--- config.mk ---
export PLATFORM = sky130hd
export DESIGN_NAME = line_brownout_qualifier
export DESIGN_NICKNAME = d
export VERILOG_FILES = /design/src/verilog/interval_timer.v /design/src/verilog/line_brownout_qualifier.v
export VERILOG_INCLUDE_DIRS = /design/src /design/src/verilog
export SDC_FILE = /design/constraint.sdc
export NUM_CORES = 1
export LEC_CHECK = 0
export ABC_AREA = 1
export BUFFER_PORTS_ARGS = -buffer_cell sky130_fd_sc_hd__buf_2
export CORE_UTILIZATION = 50
export DETAILED_ROUTE_END_ITERATION = 16
export GPL_TIMING_DRIVEN = 0
export MAX_ROUTING_LAYER = met4
export PLACE_DENSITY_LB_ADDON = 0.3
export RECOVER_POWER = 50
export SYNTH_ARGS = -nofsm -noshare
export SYNTH_HDL_FRONTEND = slang
export SYNTH_SLANG_ARGS = --single-unit
--- constraint.sdc ---
create_clock -name hclk -period 3.4 [get_ports hclk]
set_input_delay 0.51 -clock hclk [delete_from_list [all_inputs] [get_ports hclk]]
set_output_delay 0.51 -clock hclk [all_outputs]
set_load 0.05 [all_outputs]
--- src/verilog/line_brownout_defs.vh ---
// Offsets, field positions, reset values and timing figures of the line brown-out qualifier
`ifndef LINE_BROWNOUT_DEFS_VH
`define LINE_BROWNOUT_DEFS_VH

// Clock rate and timing figures
`define CLK_KHZ 100000
`define BLANK_MS 50
`define BLANK_MIN_MS 25
`define WINDOW_MS 50
`define STARTUP_DELAY_MS 20
`define BLANK_CYCLES (`BLANK_MS * `CLK_KHZ)
`define BLANK_MIN_CYCLES (`BLANK_MIN_MS * `CLK_KHZ)
`define WINDOW_CYCLES (`WINDOW_MS * `CLK_KHZ)

// Register byte offsets
`define OFS_CTRL 12'h000
`define OFS_STATUS 12'h004
`define OFS_IRQ_STATUS 12'h008
`define OFS_IRQ_MASK 12'h00c

// Control register fields
`define CTRL_FORCE_OFF 0
`define CTRL_RESET 1'h0

// Interrupt event bits
`define EV_BLANK_START 0
`define EV_CONFIRMED 1
`define EV_WINDOW_PASS 2
`define EV_RECOVERED 3
`define EV_WIDTH 4
`define IRQ_MASK_RESET 4'h0

// Qualifier states
`define ST_OFF 3'h0
`define ST_LOW 3'h1
`define ST_RUN 3'h2
`define ST_BLANK 3'h3
`define ST_WINDOW 3'h4

// AHB transfer types
`define HTRANS_NONSEQ 2'h2

`endif

--- src/verilog/interval_timer.v ---
// Down-counting interval timer with abort and a one-cycle done pulse
`timescale 1ns/100ps
`default_nettype none
module interval_timer #(
    parameter W = 32
) (
    input wire hclk,
    input wire hresetn,
    input wire start,
    input wire abort,
    input wire [W-1:0] len,
    output reg busy_q,
    output reg done_q
);
    reg [W-1:0] cnt_q;

    always @(posedge hclk or negedge hresetn) begin
        if (!hresetn) begin
            cnt_q <= {W{1'b0}};
            busy_q <= 1'b0;
            done_q <= 1'b0;
        end else begin
            done_q <= 1'b0;
            if (abort) begin
                busy_q <= 1'b0;
                cnt_q <= {W{1'b0}};
            end else if (start) begin
                busy_q <= 1'b1;
                cnt_q <= len - {{(W-1){1'b0}}, 1'b1};
            end else if (busy_q) begin
                if (cnt_q == {W{1'b0}}) begin
                    busy_q <= 1'b0;
                    done_q <= 1'b1;
                end else begin
                    cnt_q <= cnt_q - {{(W-1){1'b0}}, 1'b1};
                end
            end
        end
    end
endmodule
`default_nettype wire

--- src/verilog/line_brownout_qualifier.v ---
// Line brown-out qualifier with blanking and confirmation timers and an AHB-Lite register slave
//
// The AHB-Lite register port and the register offsets were chosen for this implementation.
`include "line_brownout_defs.vh"
`timescale 1ns/100ps
`default_nettype none

module line_brownout_qualifier #(
    parameter [31:0] BLANK_CYCLES = `BLANK_CYCLES,
    parameter [31:0] BLANK_MIN_CYCLES = `BLANK_MIN_CYCLES,
    parameter [31:0] WINDOW_CYCLES = `WINDOW_CYCLES
) (
    input wire hclk,
    input wire hresetn,
    input wire hsel,
    input wire [31:0] haddr,
    input wire [1:0] htrans,
    input wire hwrite,
    input wire [2:0] hsize,
    input wire [31:0] hwdata,
    input wire hready,
    output reg hreadyout_q,
    output reg hresp_q,
    output reg [31:0] hrdata_q,
    output reg irq_q,
    input wire sense_below_threshold,
    input wire supply_lockout,
    input wire remote_off,
    input wire feedback_undervoltage,
    input wire thermal_shutdown,
    input wire supply_start_level,
    output reg brownout_compare_out_q,
    output reg sense_clamp_source_q,
    output reg line_low_flag_q,
    output reg pfc_drive_enable_q,
    output reg ctrl_node_ground_q,
    output reg hysteresis_sink_q,
    output reg sense_pulldown_q,
    output reg latch_clear_q,
    output reg startup_delay_reset_q
);
    ////////////////////////////////////////////////////////////////////////////////
    // Declarations
    reg [2:0] st_q;
    reg [2:0] st_d;
    reg cmp_q;
    reg blank_start;
    reg window_start;
    reg timer_abort;
    reg confirm;
    reg pass;
    reg recover;
    reg force_off_q;
    reg [`EV_WIDTH-1:0] irq_stat_q;
    reg [`EV_WIDTH-1:0] irq_mask_q;
    reg [`EV_WIDTH-1:0] irq_stat_d;
    reg [`EV_WIDTH-1:0] events;
    reg [`EV_WIDTH-1:0] rd_clear;
    reg wr_pend_q;
    reg [11:0] wr_addr_q;
    reg [31:0] rd_data;
    wire blank_done;
    wire window_done;
    wire off_mode;
    wire addr_phase;
    wire [31:0] blank_len;

    assign off_mode = supply_lockout | remote_off | feedback_undervoltage | thermal_shutdown |
        force_off_q;
    assign addr_phase = hsel & hready & (htrans == `HTRANS_NONSEQ);
    // The blanking count is held at or above its guaranteed minimum
    assign blank_len = (BLANK_CYCLES < BLANK_MIN_CYCLES) ? BLANK_MIN_CYCLES : BLANK_CYCLES;

    ////////////////////////////////////////////////////////////////////////////////
    // Timers
    interval_timer #(
        .W(32)
    ) u_blank (
        .hclk(hclk),
        .hresetn(hresetn),
        .start(blank_start),
        .abort(timer_abort),
        .len(blank_len),
        .busy_q(),
        .done_q(blank_done)
    );

    interval_timer #(
        .W(32)
    ) u_window (
        .hclk(hclk),
        .hresetn(hresetn),
        .start(window_start),
        .abort(timer_abort),
        .len(WINDOW_CYCLES),
        .busy_q(),
        .done_q(window_done)
    );

    ////////////////////////////////////////////////////////////////////////////////
    // Qualifier state machine
    always @* begin
        st_d = st_q;
        blank_start = 1'b0;
        window_start = 1'b0;
        timer_abort = 1'b0;
        confirm = 1'b0;
        pass = 1'b0;
        recover = 1'b0;
        if (off_mode) begin
            st_d = `ST_OFF;
            timer_abort = 1'b1;
        end else begin
            case (st_q)
                `ST_OFF: begin
                    st_d = `ST_LOW;
                end
                `ST_LOW: begin
                    if (!cmp_q) begin
                        st_d = `ST_RUN;
                        recover = 1'b1;
                    end
                end
                `ST_RUN: begin
                    if (cmp_q) begin
                        st_d = `ST_BLANK;
                        blank_start = 1'b1;
                    end
                end
                `ST_BLANK: begin
                    if (!cmp_q) begin
                        st_d = `ST_RUN;
                        timer_abort = 1'b1;
                    end else if (blank_done) begin
                        st_d = `ST_WINDOW;
                        window_start = 1'b1;
                    end
                end
                `ST_WINDOW: begin
                    if (!cmp_q) begin
                        st_d = `ST_RUN;
                        timer_abort = 1'b1;
                        pass = 1'b1;
                    end else if (window_done) begin
                        st_d = `ST_LOW;
                        confirm = 1'b1;
                    end
                end
                default: begin
                    st_d = `ST_OFF;
                end
            endcase
        end
    end

    always @(posedge hclk or negedge hresetn) begin
        if (!hresetn) begin
            st_q <= `ST_OFF;
            cmp_q <= 1'b0;
            brownout_compare_out_q <= 1'b0;
            sense_clamp_source_q <= 1'b0;
            line_low_flag_q <= 1'b1;
            pfc_drive_enable_q <= 1'b0;
            ctrl_node_ground_q <= 1'b1;
            hysteresis_sink_q <= 1'b0;
            sense_pulldown_q <= 1'b1;
            latch_clear_q <= 1'b0;
            startup_delay_reset_q <= 1'b0;
        end else begin
            st_q <= st_d;
            cmp_q <= sense_below_threshold;
            brownout_compare_out_q <= sense_below_threshold;
            // Clamp holds the pin near threshold only while the flag is clear
            sense_clamp_source_q <= sense_below_threshold &&
                (st_d == `ST_RUN || st_d == `ST_BLANK || st_d == `ST_WINDOW);
            line_low_flag_q <= (st_d == `ST_OFF) || (st_d == `ST_LOW);
            pfc_drive_enable_q <= !((st_d == `ST_OFF) || (st_d == `ST_LOW));
            ctrl_node_ground_q <= (st_d == `ST_OFF) || (st_d == `ST_LOW);
            // Sink runs with the flag set, once the supply has reached its start level
            hysteresis_sink_q <= ((st_d == `ST_OFF) || (st_d == `ST_LOW)) &&
                supply_start_level;
            sense_pulldown_q <= (st_d == `ST_OFF);
            latch_clear_q <= confirm;
            startup_delay_reset_q <= recover;
        end
    end

    ////////////////////////////////////////////////////////////////////////////////
    // Interrupt status and mask
    always @* begin
        events = {`EV_WIDTH{1'b0}};
        events[`EV_BLANK_START] = blank_start;
        events[`EV_CONFIRMED] = confirm;
        events[`EV_WINDOW_PASS] = pass;
        events[`EV_RECOVERED] = recover;
        rd_clear = {`EV_WIDTH{1'b0}};
        if (addr_phase && !hwrite && haddr[11:0] == `OFS_IRQ_STATUS) begin
            rd_clear = {`EV_WIDTH{1'b1}};
        end
        // A new event wins over the read clear
        irq_stat_d = (irq_stat_q & ~rd_clear) | events;
    end

    ////////////////////////////////////////////////////////////////////////////////
    // AHB-Lite slave
    always @* begin
        rd_data = 32'h00000000;
        case (haddr[11:0])
            `OFS_CTRL: begin
                rd_data[`CTRL_FORCE_OFF] = force_off_q;
            end
            `OFS_STATUS: begin
                rd_data[2:0] = st_q;
                rd_data[3] = cmp_q;
                rd_data[4] = line_low_flag_q;
                rd_data[5] = hysteresis_sink_q;
                rd_data[6] = sense_clamp_source_q;
                rd_data[7] = sense_pulldown_q;
            end
            `OFS_IRQ_STATUS: begin
                rd_data[`EV_WIDTH-1:0] = irq_stat_q;
            end
            `OFS_IRQ_MASK: begin
                rd_data[`EV_WIDTH-1:0] = irq_mask_q;
            end
            default: begin
                rd_data = 32'h00000000;
            end
        endcase
    end

    always @(posedge hclk or negedge hresetn) begin
        if (!hresetn) begin
            hreadyout_q <= 1'b1;
            hresp_q <= 1'b0;
            hrdata_q <= 32'h00000000;
            irq_q <= 1'b0;
            wr_pend_q <= 1'b0;
            wr_addr_q <= 12'h000;
            force_off_q <= `CTRL_RESET;
            irq_stat_q <= {`EV_WIDTH{1'b0}};
            irq_mask_q <= `IRQ_MASK_RESET;
        end else begin
            hreadyout_q <= 1'b1;
            hresp_q <= 1'b0;
            irq_stat_q <= irq_stat_d;
            irq_q <= |(irq_stat_d & irq_mask_q);
            wr_pend_q <= addr_phase && hwrite;
            if (addr_phase) begin
                wr_addr_q <= haddr[11:0];
                if (!hwrite) begin
                    hrdata_q <= rd_data;
                end
            end
            if (wr_pend_q) begin
                if (wr_addr_q == `OFS_CTRL) begin
                    force_off_q <= hwdata[`CTRL_FORCE_OFF];
                end
                if (wr_addr_q == `OFS_IRQ_MASK) begin
                    irq_mask_q <= hwdata[`EV_WIDTH-1:0];
                end
            end
        end
    end
endmodule
`default_nettype wire

After elaboration in Yosys (flattened, before gate mapping)
Cells that the tools add are included.

word-level totals
  bits in registers = 110
  output and inout port bits = 44
  logic and storage cells = 129
  input port bits = 80

operators by class
  muxes and demuxes = 54
  bitwise logic cells = 11
  equality and inequality tests = 15
  reduce and logical (&&, ||, !) cells = 25
  add/sub/neg operators = 2

operators by type and width
  cell                                                                     number
  32-bit two-way mux                                                       8
  32-bit logical NOT                                                       2
  32-bit by 1-bit subtractor with 32-bit output (second input constant)    2
  12-bit by 4-bit equality test with 1-bit output (second input constant)  3
  1-bit two-way mux                                                        34
  12-bit logical NOT                                                       2
  3-bit two-way mux                                                        7
  3-bit case mux with 5 select lines                                       1
  12-bit by 3-bit equality test with 1-bit output (second input constant)  1
  3-bit by 2-bit equality test with 1-bit output (second input constant)   4
  2-bit AND reduction                                                      5
  3-bit case mux with 3 select lines                                       1
  4-bit bitwise AND                                                        2
  4-bit two-way mux                                                        2
  3-bit by 1-bit equality test with 1-bit output (second input constant)   2
  3-bit equality test (second input constant)                              2
  3-bit logical NOT                                                        2
  3-bit nonzero test                                                       2
  1-bit logical AND                                                        5
  4-bit NOT                                                                1
  1-bit bitwise OR                                                         4
  4-bit bitwise OR                                                         1
  1-bit case mux with 4 select lines                                       1
  4-bit OR reduction                                                       1
  8 further kinds                                                          12

Longest topological paths before layout
Gate-level depths: netlist of the first run.

  depth in word-level cells = 10
  gate-level depth with buffers = 13
  gate-level depth less buffers = 11

Hierarchy
Synthesis of the first run repeated with hierarchy kept, for this count alone.

unflattened totals
  cells, all modules = 1,277
  area, all modules = 8,262.9 µm²

by module, submodules not included
  module                     instances  area an instance (µm²)  cells an instance  sequential area each (µm²)
  interval_timer (u_blank)   1          3,179.3                 532                850.8
  interval_timer (u_window)  1          2,850.2                 478                850.8
  line_brownout_qualifier    1          2,233.4                 267                1,053.5

Least setup slack after synthesis of the first run
OpenSTA, ideal clock, no wires.

  path kind = register -> register
  start = register cmp_q
  end = register u_blank.cnt_q[1]
  stages on the path, launching flop included = 8
  buffers on the path = 1
  arrival time = 1,797 ps
  setup time = 83 ps
  period minus slack after synthesis = 1,880 ps
  setup slack = 1,520 ps
  data required time = 3,317 ps
  cell sequence = dfrtp_1 -> inv_1 -> nor2_1 -> nand2_2 -> buf_2 -> a21oi_1 -> nand2_1 -> o21ai_0

on the way
  cells in the longest elaborated chain, start to end = 5
  elaborated cells on any way between the ends = 11
  classes of those cells = eq/ne (1); mux (8); reduce/logical (2)

ends and longest elaborated chain
  element                                                                            line                                                                                         text
  start: declaration                                                                 line_brownout_qualifier.v:46                                                                 reg cmp_q;
  start signal: assignment                                                           line_brownout_qualifier.v:171                                                                cmp_q <= sense_below_threshold;
  1-bit two-way mux (on tied branches)                                               line_brownout_qualifier.v:125, line_brownout_qualifier.v:131, line_brownout_qualifier.v:140
  1-bit two-way mux (on tied branches)                                               --
  1-bit two-way mux                                                                  line_brownout_qualifier.v:110                                                                if (off_mode) begin
  3-bit inequality test (no source line) (tied with other cells)                     --
  2-bit AND reduction (no source line) / 32-bit two-way mux (equally long branches)  --
  end signal: assignment                                                             interval_timer.v:26                                                                          cnt_q <= {W{1'b0}};
  end signal: assignment                                                             interval_timer.v:29                                                                          cnt_q <= len - {{(W-1){1'b0}}, 1'b1};
  end signal: assignment                                                             interval_timer.v:35                                                                          cnt_q <= cnt_q - {{(W-1){1'b0}}, 1'b1};
  end: declaration                                                                   interval_timer.v:15                                                                          reg [W-1:0] cnt_q;

Several ways; a longest one is shown, not always the timed one.
A chain may end at the register's enable or synchronous reset.

Final worst setup path of the first run
  start = register force_off_q
  end = register u_window.cnt_q[22]

on the way
  cells in the longest elaborated chain, start to end = 4
  elaborated cells on any way between the ends = 8
  classes of those cells = eq/ne (1); mux (4); bitwise (1); reduce/logical (2)

ends and longest elaborated chain
  element                                                                                    line                           text
  start: declaration                                                                         line_brownout_qualifier.v:53   reg force_off_q;
  start signal: assignment                                                                   line_brownout_qualifier.v:240  force_off_q <= `CTRL_RESET;
  start signal: assignment                                                                   line_brownout_qualifier.v:257  force_off_q <= hwdata[`CTRL_FORCE_OFF];
  1-bit bitwise OR (*)                                                                       line_brownout_qualifier.v:68   assign off_mode = supply_lockout | remote_off | feedback_undervoltage | thermal_shutdown |
  1-bit two-way mux                                                                          line_brownout_qualifier.v:110
  3-bit by 2-bit inequality test with 1-bit output (no source line) (tied with other cells)  --
  2-bit AND reduction (no source line) / 32-bit two-way mux (equally long branches)          --
  end signal: assignment                                                                     interval_timer.v:26
  end signal: assignment                                                                     interval_timer.v:29
  end signal: assignment                                                                     interval_timer.v:35
  end: declaration                                                                           interval_timer.v:15

Mark *: on every way between the ends. The rest lies on a longest branch, timed or not.

==> results of run 1 <==
[power breakdown]
part	leakage, uW	internal (uW)	switching (uW)
clock network	0.000139	530	521
logic	0.00267	214	448
registers	0.00149	1360	36.6
[metrics by stage]
step           setup WS, ps  hold WS, ps
3_5_place_dp           1120          401
5_1_grt                1030          283
6_report               1200          289
4_1_cts                1340         9.99
3_3_place_gp            450          463
2_1_floorplan          1520          214
[worst max-delay path by stage]
stage          slack, ps            endpoint  cells after the start        start
6_report            1200  u_window.cnt_q[22]                      8  force_off_q
5_1_grt             1030  u_window.cnt_q[18]                      8  force_off_q
4_1_cts             1340    u_blank.cnt_q[9]                      8  force_off_q
3_5_place_dp        1120  u_window.cnt_q[18]                      9   remote_off
3_3_place_gp         450    u_blank.cnt_q[3]                      1      hresetn
2_1_floorplan       1520    u_blank.cnt_q[1]                      7        cmp_q
[cell type report]
cell class                      instances  area share [%]
Tap cell                              176            2.85
Clock buffer                           10            3.10
Buffer                                 46            4.44
Sequential cell                       110            35.7
Timing Repair Buffer                   46            3.24
Inverter                              100            4.89
Clock inverter                          6           0.664
Multi-Input combinational cell        738            45.1
[sequential cells by signal, indices dropped and copies added, names as in the netlist, 3 cells and up]
name and flops:
wr_addr_q 12, irq_stat_q 4, u_blank.cnt_q 32, hrdata_q 8, st_q 3, irq_mask_q 4, u_window.cnt_q 32
[cell usage after synthesis, types with 2 or more instances]
library cell and number:
nand2_1 262, o21ai_2 20, inv_1 97, a211oi_1 2, nor3_1 13, o21ai_0 54, buf_2 9, o21ai_1 6
dfrtp_1 108, inv_2 2, buf_6 4, mux2_2 10, nor2_1 172, nand3_1 79, buf_1 2, clkbuf_1 2
o211ai_1 2, dfstp_2 2, ha_1 4, nand4_1 17, xnor2_1 5, xor2_1 16, buf_4 27, nand2_2 24
nor2_4 2, a21oi_1 14, nor4_1 2, nor2_2 2, conb_1 2, nand3b_1 2
[per-layer routing]
layer	vias to the layer above	global-route usage [%]
met1	2878	33.0
met3	17	4.36
met4	0	6.88
met2	176	38.0
met5	-	-
li1	3189	-
[cell families (layout without fill, tap and decap cells)]
family                     after synthesis  after routing  share of synthesized area (%)
adders and majority gates                4              4                          0.728
other                                    2             26                          0.109
buffers and inverters                  146            208                           10.5
and+or+nand+nor                        579            579                           35.9
muxes                                   10             10                           1.64
DFF                                    110            110                           40.1
AOI/OAI and AO/OA                       98             98                           8.37
xor gates and xnor gates                21             21                           2.68
==> results.md, run 1 <==
- CP required: 3700 ps
- Avg WL per Cell: between 10 and 15 um
- Buf/Inv on CP: 4
- Root Buffer: clkbuf_16
- Critical path class: reg -> reg
- Dpl hpwl: 11,700 um
- Hold buffers post-CTS: 0
- Slew @ Worst Pin: 1650 ps
- Reg2reg start: force_off_q
- Row count: 42
- Most used DFF post-synth: dfrtp_1
- Slowest CP cell: buf_1
- Seq cells post-synth: 110
- Die W: 119 um
- Clk Latency, worst-skew pair: around 360 ps
- Routed vias/inst: 5.08
- Seq/Total Area, Yosys: 40.1%
- Total number of vias: approximately 6,300
- FMAX: 455 MHz
- Layout Nets: about 1,100
- N_diodes: 0
- Peak supply drop: 0.233 mV
- Synthesized area: 6870 um2
- Multi-input logic area: 3480 um2
- Initial antenna violation count: 0
- Relative slew slack: -10.2%
- Post-Synthesis Cells: 970
- Share of cells above drive strength 1: 15.6%
- Post-CTS setup buffer count: 0
- Post-synth EDFFs: 0
- Highest metal used: met4
- Placed instance area: 7440 um2
- Max incr delay on CP: 530 ps
- LEAKAGE: 0.00430 uW
- Clock buffer count from CTS: 9
- Netlist cell types: 37
- Commonest cells after routing, fill and taps aside: 262 x nand2_1, 173 x nor2_1, 108 x dfrtp_1
- Clock skew: approximately 8.8 ps
- Register area: about 2800 um2
- Largest net degree at the start of global routing: 84
- Max_cap viols: 1
- Congestion Overflow GR: 0
- Vias in the first global route: 5,650
- Global-route wire length before repair: 27,000 um
- Async S/R FF share, synth: 100%
- Core area: 13,300 um2
- Internal reg-to-reg setup slack: approximately 1200 ps
- # DRC: 0
- Fillers: between 1,000 and 1,500
- Min-Delay Path Depth: 1
- Largest delay share family, worst path: buffers and inverters
- Post-layout util: 57.8%
- CTS resizes: 0
- CP Cell Sequence: inv_1 > nand4_1 > inv_1 > nand2_4 > inv_4 > buf_1 > nand3_1 > nand2_1
- Initial drt markers: 497
- Final setup fails: 0
- Starting Density: 51.5%
- Fin cells: about 1,200
- Syn avg cell area: between 7 and 8 um2
- Clk sinks: 110
- Max-slew violations: 28
- Unrepaired setup endpoints after global routing: no
- I/O Buffers: 45
- Met3 wire length: 895 um
- Failing checks: capacitance limit, slew limit
- CTS H-tree depth: 3
- Min Tclk post-route: 2200 ps
- CTS tree: yes
- CP dominant cell by count: inv_1
- Met2 wire len: 7290 um
- Worst Path Arrival: 2490 ps
- Max clock buf depth: 2
- Inst Count DP: 1,216
- RR Endpoint: u_window.cnt_q[22]
- Gpl congestion: 0.927
- Run status: finished with violations
- DIE AREA: 14,200 um2
- Yosys top cell area share: 39.3%
- Fin crit share: 64.6%
- Antenna viol nets, final: 0
- WHS Endpoint: cmp_q
- CP Launch Type: register
- CP endpoint kind: register
- HP Class: in -> reg
- Chip height: 119 um
- Overall routing resource usage: 24.5%
- Setup TNS: 0 ps
- Power per cell area: 402 nW/um2
- M1 WL: 7530 um
- Most common cell after layout, fill and taps aside: nand2_1
- Hold Fails Final Rpt: 0
- Pre-antenna DRT Iters: 6
- Final wirelength: 15,900 um
- Critical Path Fanout Max: 10
- Power Total: 3110 uW
- Top cells by area, synth: dfrtp_1 39%, nand2_1 14%, nor2_1 9.4%
- Syn. warnings: 0
- HP Start: sense_below_threshold
- Area Overhead vs Synth: 12.3%
- Leading area contributor after synthesis: dfrtp_1
- CTS clock-pin slew for the worst setup and hold paths: around 80 ps
- R2R depth: 8
- I/O pins: roughly 120
- Design Area, Final: about 7700 um2
Note: power is estimated with default switching activity, not from simulation.
==> run 2, diff against run 1 <==
--- a/config.mk
+++ b/config.mk
@@ -6,7 +6,7 @@
 export SDC_FILE = /design/constraint.sdc
 export NUM_CORES = 1
 export LEC_CHECK = 0
-export ABC_AREA = 1
+export ABC_AREA = 0
 export BUFFER_PORTS_ARGS = -buffer_cell sky130_fd_sc_hd__buf_2
 export CORE_UTILIZATION = 50
 export DETAILED_ROUTE_END_ITERATION = 16
==> constraint.sdc (replaced) <==
create_clock -name hclk -period 1.8 [get_ports hclk]
set_input_delay 0.27 -clock hclk [delete_from_list [all_inputs] [get_ports hclk]]
set_output_delay 0.27 -clock hclk [all_outputs]
set_load 0.05 [all_outputs]
==> run 2 against run 1 <==
Effect of this change:
- the flow finishes with violations (setup timing)
- cell area up 12%
- setup slack worse by 2200 ps
- clock power up 90%
- cell count down 22%
- largest cell class unchanged
- critical path type unchanged
- critical path depth up 2
==> results.md, run 2 <==
- Clk sinks: 110 (unchanged)
- Largest delay share family, worst path: simple AND/OR/NAND/NOR gates
- Dpl hpwl: 10,700 um (-8.2%)
- Core area: 12,000 um2 (-10%)
- Synthesized area: 6120 um2 (-11%)
- Syn. warnings: 0 (unchanged)
- FMAX: 361 MHz (-21%)
- Peak supply drop: 0.405 mV (+74%)
- Fillers: 731 (-43%)
- Congestion Overflow GR: 0 (unchanged)
- HP Class: in -> reg
- Critical Path Fanout Max: 3 (-7)
- Most used DFF post-synth: dfrtp_1
- Buf/Inv on CP: 5 (+1)
- Power per cell area: 585 nW/um2 (+45%)
- Critical path class: reg -> reg
- Setup TNS: -41,840 ps (-41,840 ps)
- Initial antenna violation count: 0 (unchanged)
- CTS tree: yes
- CP required: 2020 ps (-1680 ps)
- Top post-synthesis cells by count: 108 x dfrtp_1, 52 x nand2_1, 35 x a21oi_1, 35 x or4_1
- I/O pins: 124 (unchanged)
- Hold Fails Final Rpt: 0 (unchanged)
- Max clock buf depth: 2 (unchanged)
- Top cells by area, synth: dfrtp_1 44%, or4_1 4.3%, mux2_2 3.5%
- Max-slew violations: 0 (-100%)
- N_diodes: 0 (unchanged)
- Layout Nets: 889 (-22%)
- Final setup fails: 68 (+68)
- Seq/Total Area, Yosys: 45.0% (+5.0 points)
- Final WS setup: -974 ps (-2180 ps)
- Gpl congestion: 0.900 (-2.9%)
- Area Overhead vs Synth: 41.9%
- Failing checks: setup timing
- DP Worst Slack: -1110 ps (-2230 ps)
- Die W: 113 um (-5.6%)
- Register area: 2760 um2 (+0.32%)
- CP Launch Type: register
- I/O Buffers: 45 (unchanged)
- Clock skew: 9.24 ps (+0.466 ps)
- LEAKAGE: 0.00404 uW (-6.0%)
- Slew @ Worst Pin: 1070 ps (-581 ps)
- CP Cell Sequence: or4_4 > or3_4 > buf_6 > buf_6 > o31ai_4 > buf_4 > buf_4 > buf_4 > or4_1 > a21oi_1
- Starting Density: 51.1% (-0.36 points)
- CTS H-tree depth: 3 (unchanged)
- Yosys top cell area share: 44.2% (+4.9 points)
- Slowest CP cell: or4_4
- Row count: 40 (-4.8%)
- DIE AREA: 12,700 um2 (-11%)
- Seq cells post-synth: 110 (unchanged)
- Commonest cells after routing, fill and taps aside: 101 x dfrtp_1, 91 x buf_4, 49 x nand2_1
- Multi-input logic area: 3860 um2 (+11%)
- Routed vias/inst: 6.63 (+30%)
- Min Tclk post-route: 2770 ps (+578 ps)
- CP dominant cell by count: buf_4
- Relative slew slack: 28.3% (+38 points)
- Overall routing resource usage: 29.6% (+5.1 points)
- Post-layout util: 72.5% (+15 points)
- Chip height: 113 um (-5.6%)
- Max_cap viols: 0 (-1)
- Max incr delay on CP: 550 ps (+20 ps)
- Netlist cell types: 65 (+76%)
- Post-synth EDFFs: 0 (unchanged)
- Fin crit share: 154% (+90 points)
- CTS clock-pin slew for the worst setup and hold paths: 80 ps (about the same)
- Avg WL per Cell: 20.6 um (+59%)
- Leading area contributor after synthesis: dfrtp_1
- Root Buffer: clkbuf_16
- Clock buffer count from CTS: 9 (unchanged)
- Worst Path Arrival: 2990 ps (+500 ps)
- Most common cell in the netlist: dfrtp_1
- Antenna viol nets, final: 0 (unchanged)
- Most common cell after layout, fill and taps aside: dfrtp_1
- Final wirelength: 19,700 um (+24%)
- Initial drt markers: 775 (+56%)
- Share of cells above drive strength 1: 41.5% (+26 points)
- Largest regs: u_blank.cnt_q (32), u_window.cnt_q (32), wr_addr_q (12)
- Syn avg cell area: 9.56 um2 (+35%)
- Async S/R FF share, synth: 100% (unchanged)
- Post-Synthesis Cells: 640 (-34%)
- CP endpoint kind: register
- Pre-antenna DRT Iters: 7 (+1)
- Vias in the first global route: 5,989 (+6.0%)
- Global-route wire length before repair: 29,100 um (+7.7%)
- Largest net degree at the start of global routing: 57 (-32%)
- Run status: finished with violations
- Clk Latency, worst-skew pair: 360 ps (about the same)
- # DRC: 0 (unchanged)
- Unrepaired setup endpoints after global routing: yes
- Total number of vias: 6,341 (+1.3%)
## run 2: routing by layer
metal | vias up | track usage (%) | share of wire (%)
li1 | 2731 | - | -
met3 | 126 | 6.37 | 8.9
met2 | 439 | 46.7 | 48
met5 | - | - | 0
met1 | 3045 | 36.0 | 39
met4 | 0 | 14.6 | 4.8
## run 2: per-stage QoR
| step | instances | instance area, um2 | hold slack, ps | power (uW) |
|---|---|---|---|---|
| after floorplan | 664 | 6510 | -25.6 | 2930 |
| after global placement | 856 | 6920 | 394 | 3050 |
| after detailed placement | 857 | 6950 | 381 | 3080 |
| after CTS | 928 | 8140 | 26.1 | 5050 |
| after global routing | 957 | 8680 | 21.2 | 5230 |
| final | 957 | 8680 | 26.1 | 5070 |
## run 2: worst reg2reg max path: stages, from the launching register on
cell and delay (ps):
dfrtp_1 410, or4_4 550, or3_4 430, buf_6 130, buf_6 110, o31ai_4 330, buf_4 200, buf_4 110
buf_4 110, or4_1 150, a21oi_1 100
## run 2: what timing repair did
action,CTS,global route
endpoints found under the hold margin,2,0
setup buffers,52,33
pin swaps,63,42
cloned,6,0
setup endpoints to repair,74,76
hold buffers,1,0
gates resized for setup,90,79
## run 2: path summary, 6_finish.rpt
kind | slack [ps] | start | cells after the start | endpoint
hold / removal | 30 | sense_below_threshold | 1 | cmp_q
max in group asynchronous | 460 | hresetn | 3 | sense_pulldown_q
min in group asynchronous | 560 | hresetn | 2 | wr_addr_q[7]
hold reg to reg | 480 | hrdata_q[3] | 2 | hrdata_q[3]
setup / recovery | -970 | u_blank.cnt_q[14] | 10 | u_blank.cnt_q[15]
setup reg to reg | -970 | u_blank.cnt_q[14] | 10 | u_blank.cnt_q[15]
## run 2: cell families (layout without fill, tap and decap cells)
kind of cell | count (synthesis) | in the layout | share of synthesized area (%)
muxes | 23 | 23 | 4.36
and+or+nand+nor | 266 | 267 | 25.1
buffers and inverters | 70 | 215 | 6.06
DFF | 110 | 110 | 45.0
adders and majority gates | 4 | 4 | 0.818
other | 2 | 26 | 0.123
AOI/OAI and AO/OA | 164 | 164 | 18.4
xor gates and xnor gates | 1 | 1 | 0.143
## run 2: area by class of cell
type,instances,share of cell area (%)
Multi-Input combinational cell,485,44.5
Inverter,13,0.591
Tap cell,147,2.12
Timing Repair Buffer,136,12.3
Sequential cell,110,31.9
Clock buffer,10,2.75
Clock inverter,6,0.620
Buffer,50,5.25
## run 2: where the power goes
group          switching [uW]  total [uW]  internal (uW)
combinational             303         470            166
sequential               58.3        2600           2540
clock                     999        2000           1000
==> run 3, diff against run 2 <==
--- a/config.mk
+++ b/config.mk
@@ -8,12 +8,14 @@
 export LEC_CHECK = 0
 export ABC_AREA = 0
 export BUFFER_PORTS_ARGS = -buffer_cell sky130_fd_sc_hd__buf_2
+export CAP_MARGIN = 15
 export CORE_UTILIZATION = 50
 export DETAILED_ROUTE_END_ITERATION = 16
 export GPL_TIMING_DRIVEN = 0
 export MAX_ROUTING_LAYER = met4
 export PLACE_DENSITY_LB_ADDON = 0.3
 export RECOVER_POWER = 50
+export REMOVE_ABC_BUFFERS = 1
 export SYNTH_ARGS = -nofsm -noshare
 export SYNTH_HDL_FRONTEND = slang
 export SYNTH_SLANG_ARGS = --single-unit
==> run 3 against run 2 <==
Effect of this change:
- the run still ends with setup timing left
- power shrank 0.57%
- flip-flop and latch count did not move
- clock power barely moved
- cell area grew 2.2%
- non-clock buffer count shrank 16
- first-iteration DRC count increased by 47%
- sequential share of layout area fell by 0.59 points
- critical path type unchanged
- largest power group unchanged
==> results.md, run 3 (same netlist as run 2, synthesis figures left out) <==
- HP Class: in -> reg
- Routed vias/inst: 7.43 (+12%)
- CTS clock-pin slew for the worst setup and hold paths: 80 ps (about the same)
- LEAKAGE: 0.00402 uW (-0.48%)
- Register area: 2770 um2 (+0.32%)
- Antenna viol nets, final: 0 (unchanged)
- Run status: finished with violations
- DIE AREA: 12,700 um2 (unchanged)
- Hold Fails Final Rpt: 0 (unchanged)
- Largest regs: u_blank.cnt_q (32), u_window.cnt_q (32), wr_addr_q (12)
- Avg WL per Cell: 26.4 um (+28%)
- CTS H-tree depth: 3 (unchanged)
- Clk Latency, worst-skew pair: 360 ps (about the same)
- Share of cells above drive strength 1: 46.8% (+5.3 points)
- Layout Nets: 874 (-1.7%)
- Initial antenna violation count: 0 (unchanged)
- Largest net degree at the start of global routing: 62 (+8.8%)
- Die W: 113 um (unchanged)
- Relative slew slack: 9.90% (-18 points)
- Global-route wire length before repair: 32,300 um (+11%)
- Starting Density: 51.1% (unchanged)
- Clock skew: 6.53 ps (-2.71 ps)
- CP Launch Type: register
- Clock buffer count from CTS: 9 (unchanged)
- Power per cell area: 569 nW/um2 (-2.7%)
- Congestion Overflow GR: 0 (unchanged)
- Final WS setup: -842 ps (+132 ps)
- Dpl hpwl: 9970 um (-7.2%)
- Most common cell after layout, fill and taps aside: dfrtp_1
- N_diodes: 0 (unchanged)
- Inst Count DP: 804 (-6.2%)
- Slew @ Worst Pin: 1350 ps (+280 ps)
- Root Buffer: clkbuf_16
- Row count: 40 (unchanged)
- Critical path class: reg -> reg
- Max clock buf depth: 2 (unchanged)
- Pre-antenna DRT Iters: 8 (+1)
- Chip height: 113 um (unchanged)
- Critical Path Fanout Max: 7 (+4)
- I/O pins: 124 (unchanged)
- Initial drt markers: 1,136 (+47%)
- Clk sinks: 110 (unchanged)
- Fin crit share: 147% (-7.3 points)
- Final setup fails: 73 (+7.4%)
- CP required: 2080 ps (+60 ps)
- Area Overhead vs Synth: 45.0%
- CP endpoint kind: register
- CTS tree: yes
- Total number of vias: 6,995 (+10%)
- R2R depth: 5 (-5)
- Commonest cells after routing, fill and taps aside: 94 x dfrtp_1, 73 x buf_4, 45 x nand2_1
- Core area: 12,000 um2 (unchanged)
- I/O Buffers: 46 (+2.2%)
- Multi-input logic area: 4100 um2 (+6.4%)
- Overall routing resource usage: 33.1% (+3.5 points)
- Worst Path Arrival: 2920 ps (-70 ps)
- Fin cells: 942 (-1.6%)
- Setup TNS: -41,740 ps (+96.2 ps)
- Max_cap viols: 0 (unchanged)
- Min-Delay Path Depth: 1 (unchanged)
- FMAX: 378 MHz (+5.0%)
- Unrepaired setup endpoints after global routing: yes
- Final wirelength: 24,800 um (+26%)
- Min Tclk post-route: 2640 ps (-132 ps)
- Vias in the first global route: 6,324 (+5.6%)
- Failing checks: setup timing
- Hold slack: 21.3 ps (-4.75 ps)
- Gpl congestion: 0.876 (-2.7%)
- Peak supply drop: 0.422 mV (+4.1%)
- Fillers: 677 (-7.4%)
- Max-slew violations: 0 (unchanged)
- # DRC: 0 (unchanged)
[run 3: changes by cell type in the layout (fill, tap and decap cells not counted), moves of 10 or more]
cell,before,now
or4_1,20,9
or4_4,16,27
buf_12,1,11
buf_4,91,73
buf_6,21,31
[run 3: cell type report]
class                           count  share of cell area (%)
Timing Repair Buffer              170                    16.6
Clock inverter                      6                   0.522
Sequential cell                   110                    31.3
Inverter                           13                   0.578
Multi-Input combinational cell    486                    46.3
Tap cell                          147                    2.07
Clock buffer                       10                    2.69
[run 3: metal layers]
| metal | GRT usage [%] | share of wire, % | up-vias |
|---|---|---|---|
| met2 | 52.2 | 45 | 739 |
| met1 | 40.4 | 35 | 3286 |
| met3 | 6.59 | 13 | 257 |
| li1 | - | - | 2713 |
| met5 | - | 0 | - |
| met4 | 16.6 | 7.6 | 0 |
[run 3: path summary, 6_finish.rpt]
kind | from | to | slack [ps]
min in group asynchronous | hresetn | wr_addr_q[4] | 760
min | sense_below_threshold | cmp_q | 20
max | u_blank.cnt_q[4] | u_blank.cnt_q[21] | -840
max in group asynchronous | hresetn | u_window.cnt_q[21] | 80
min reg2reg | hrdata_q[3] | hrdata_q[3] | 480
max reg2reg | u_blank.cnt_q[4] | u_blank.cnt_q[21] | -840
[run 3: stage by stage]
step / cell area, um2 / util (%) / power [uW] / setup WS [ps]
final: 8870 / 74.1 / 5050 / -842
after global routing: 8870 / 74.1 / 5180 / -869
after floorplan: 5880 / - / 2870 / -2730
after CTS: 8290 / 69.3 / 4970 / -766
after global placement: 6300 / 52.7 / 3000 / -4560
after detailed placement: 6420 / 53.6 / 3020 / -1390
[run 3: repair_timing]
action	in CTS	in global routing
hold endpoints to repair	47	0
setup endpoints to repair	79	76
resized for setup	160	113
hold buffers	1	0
gates cloned	6	1
pin swaps	98	75
buffers inserted	86	39
[run 3: critical path: stages, from the launching register on]
cell and delay [ps]:
dfrtp_1 530, nor4_4 510, nand4_1 260, or4_4 630, or4_1 440, a21oi_1 190
[run 3: power breakdown]
part	internal (uW)	switching, uW	total, uW
Combinational	133	316	448
Clock	987	1010	1990
Sequential	2540	59.8	2600
Total	3660	1380	5050
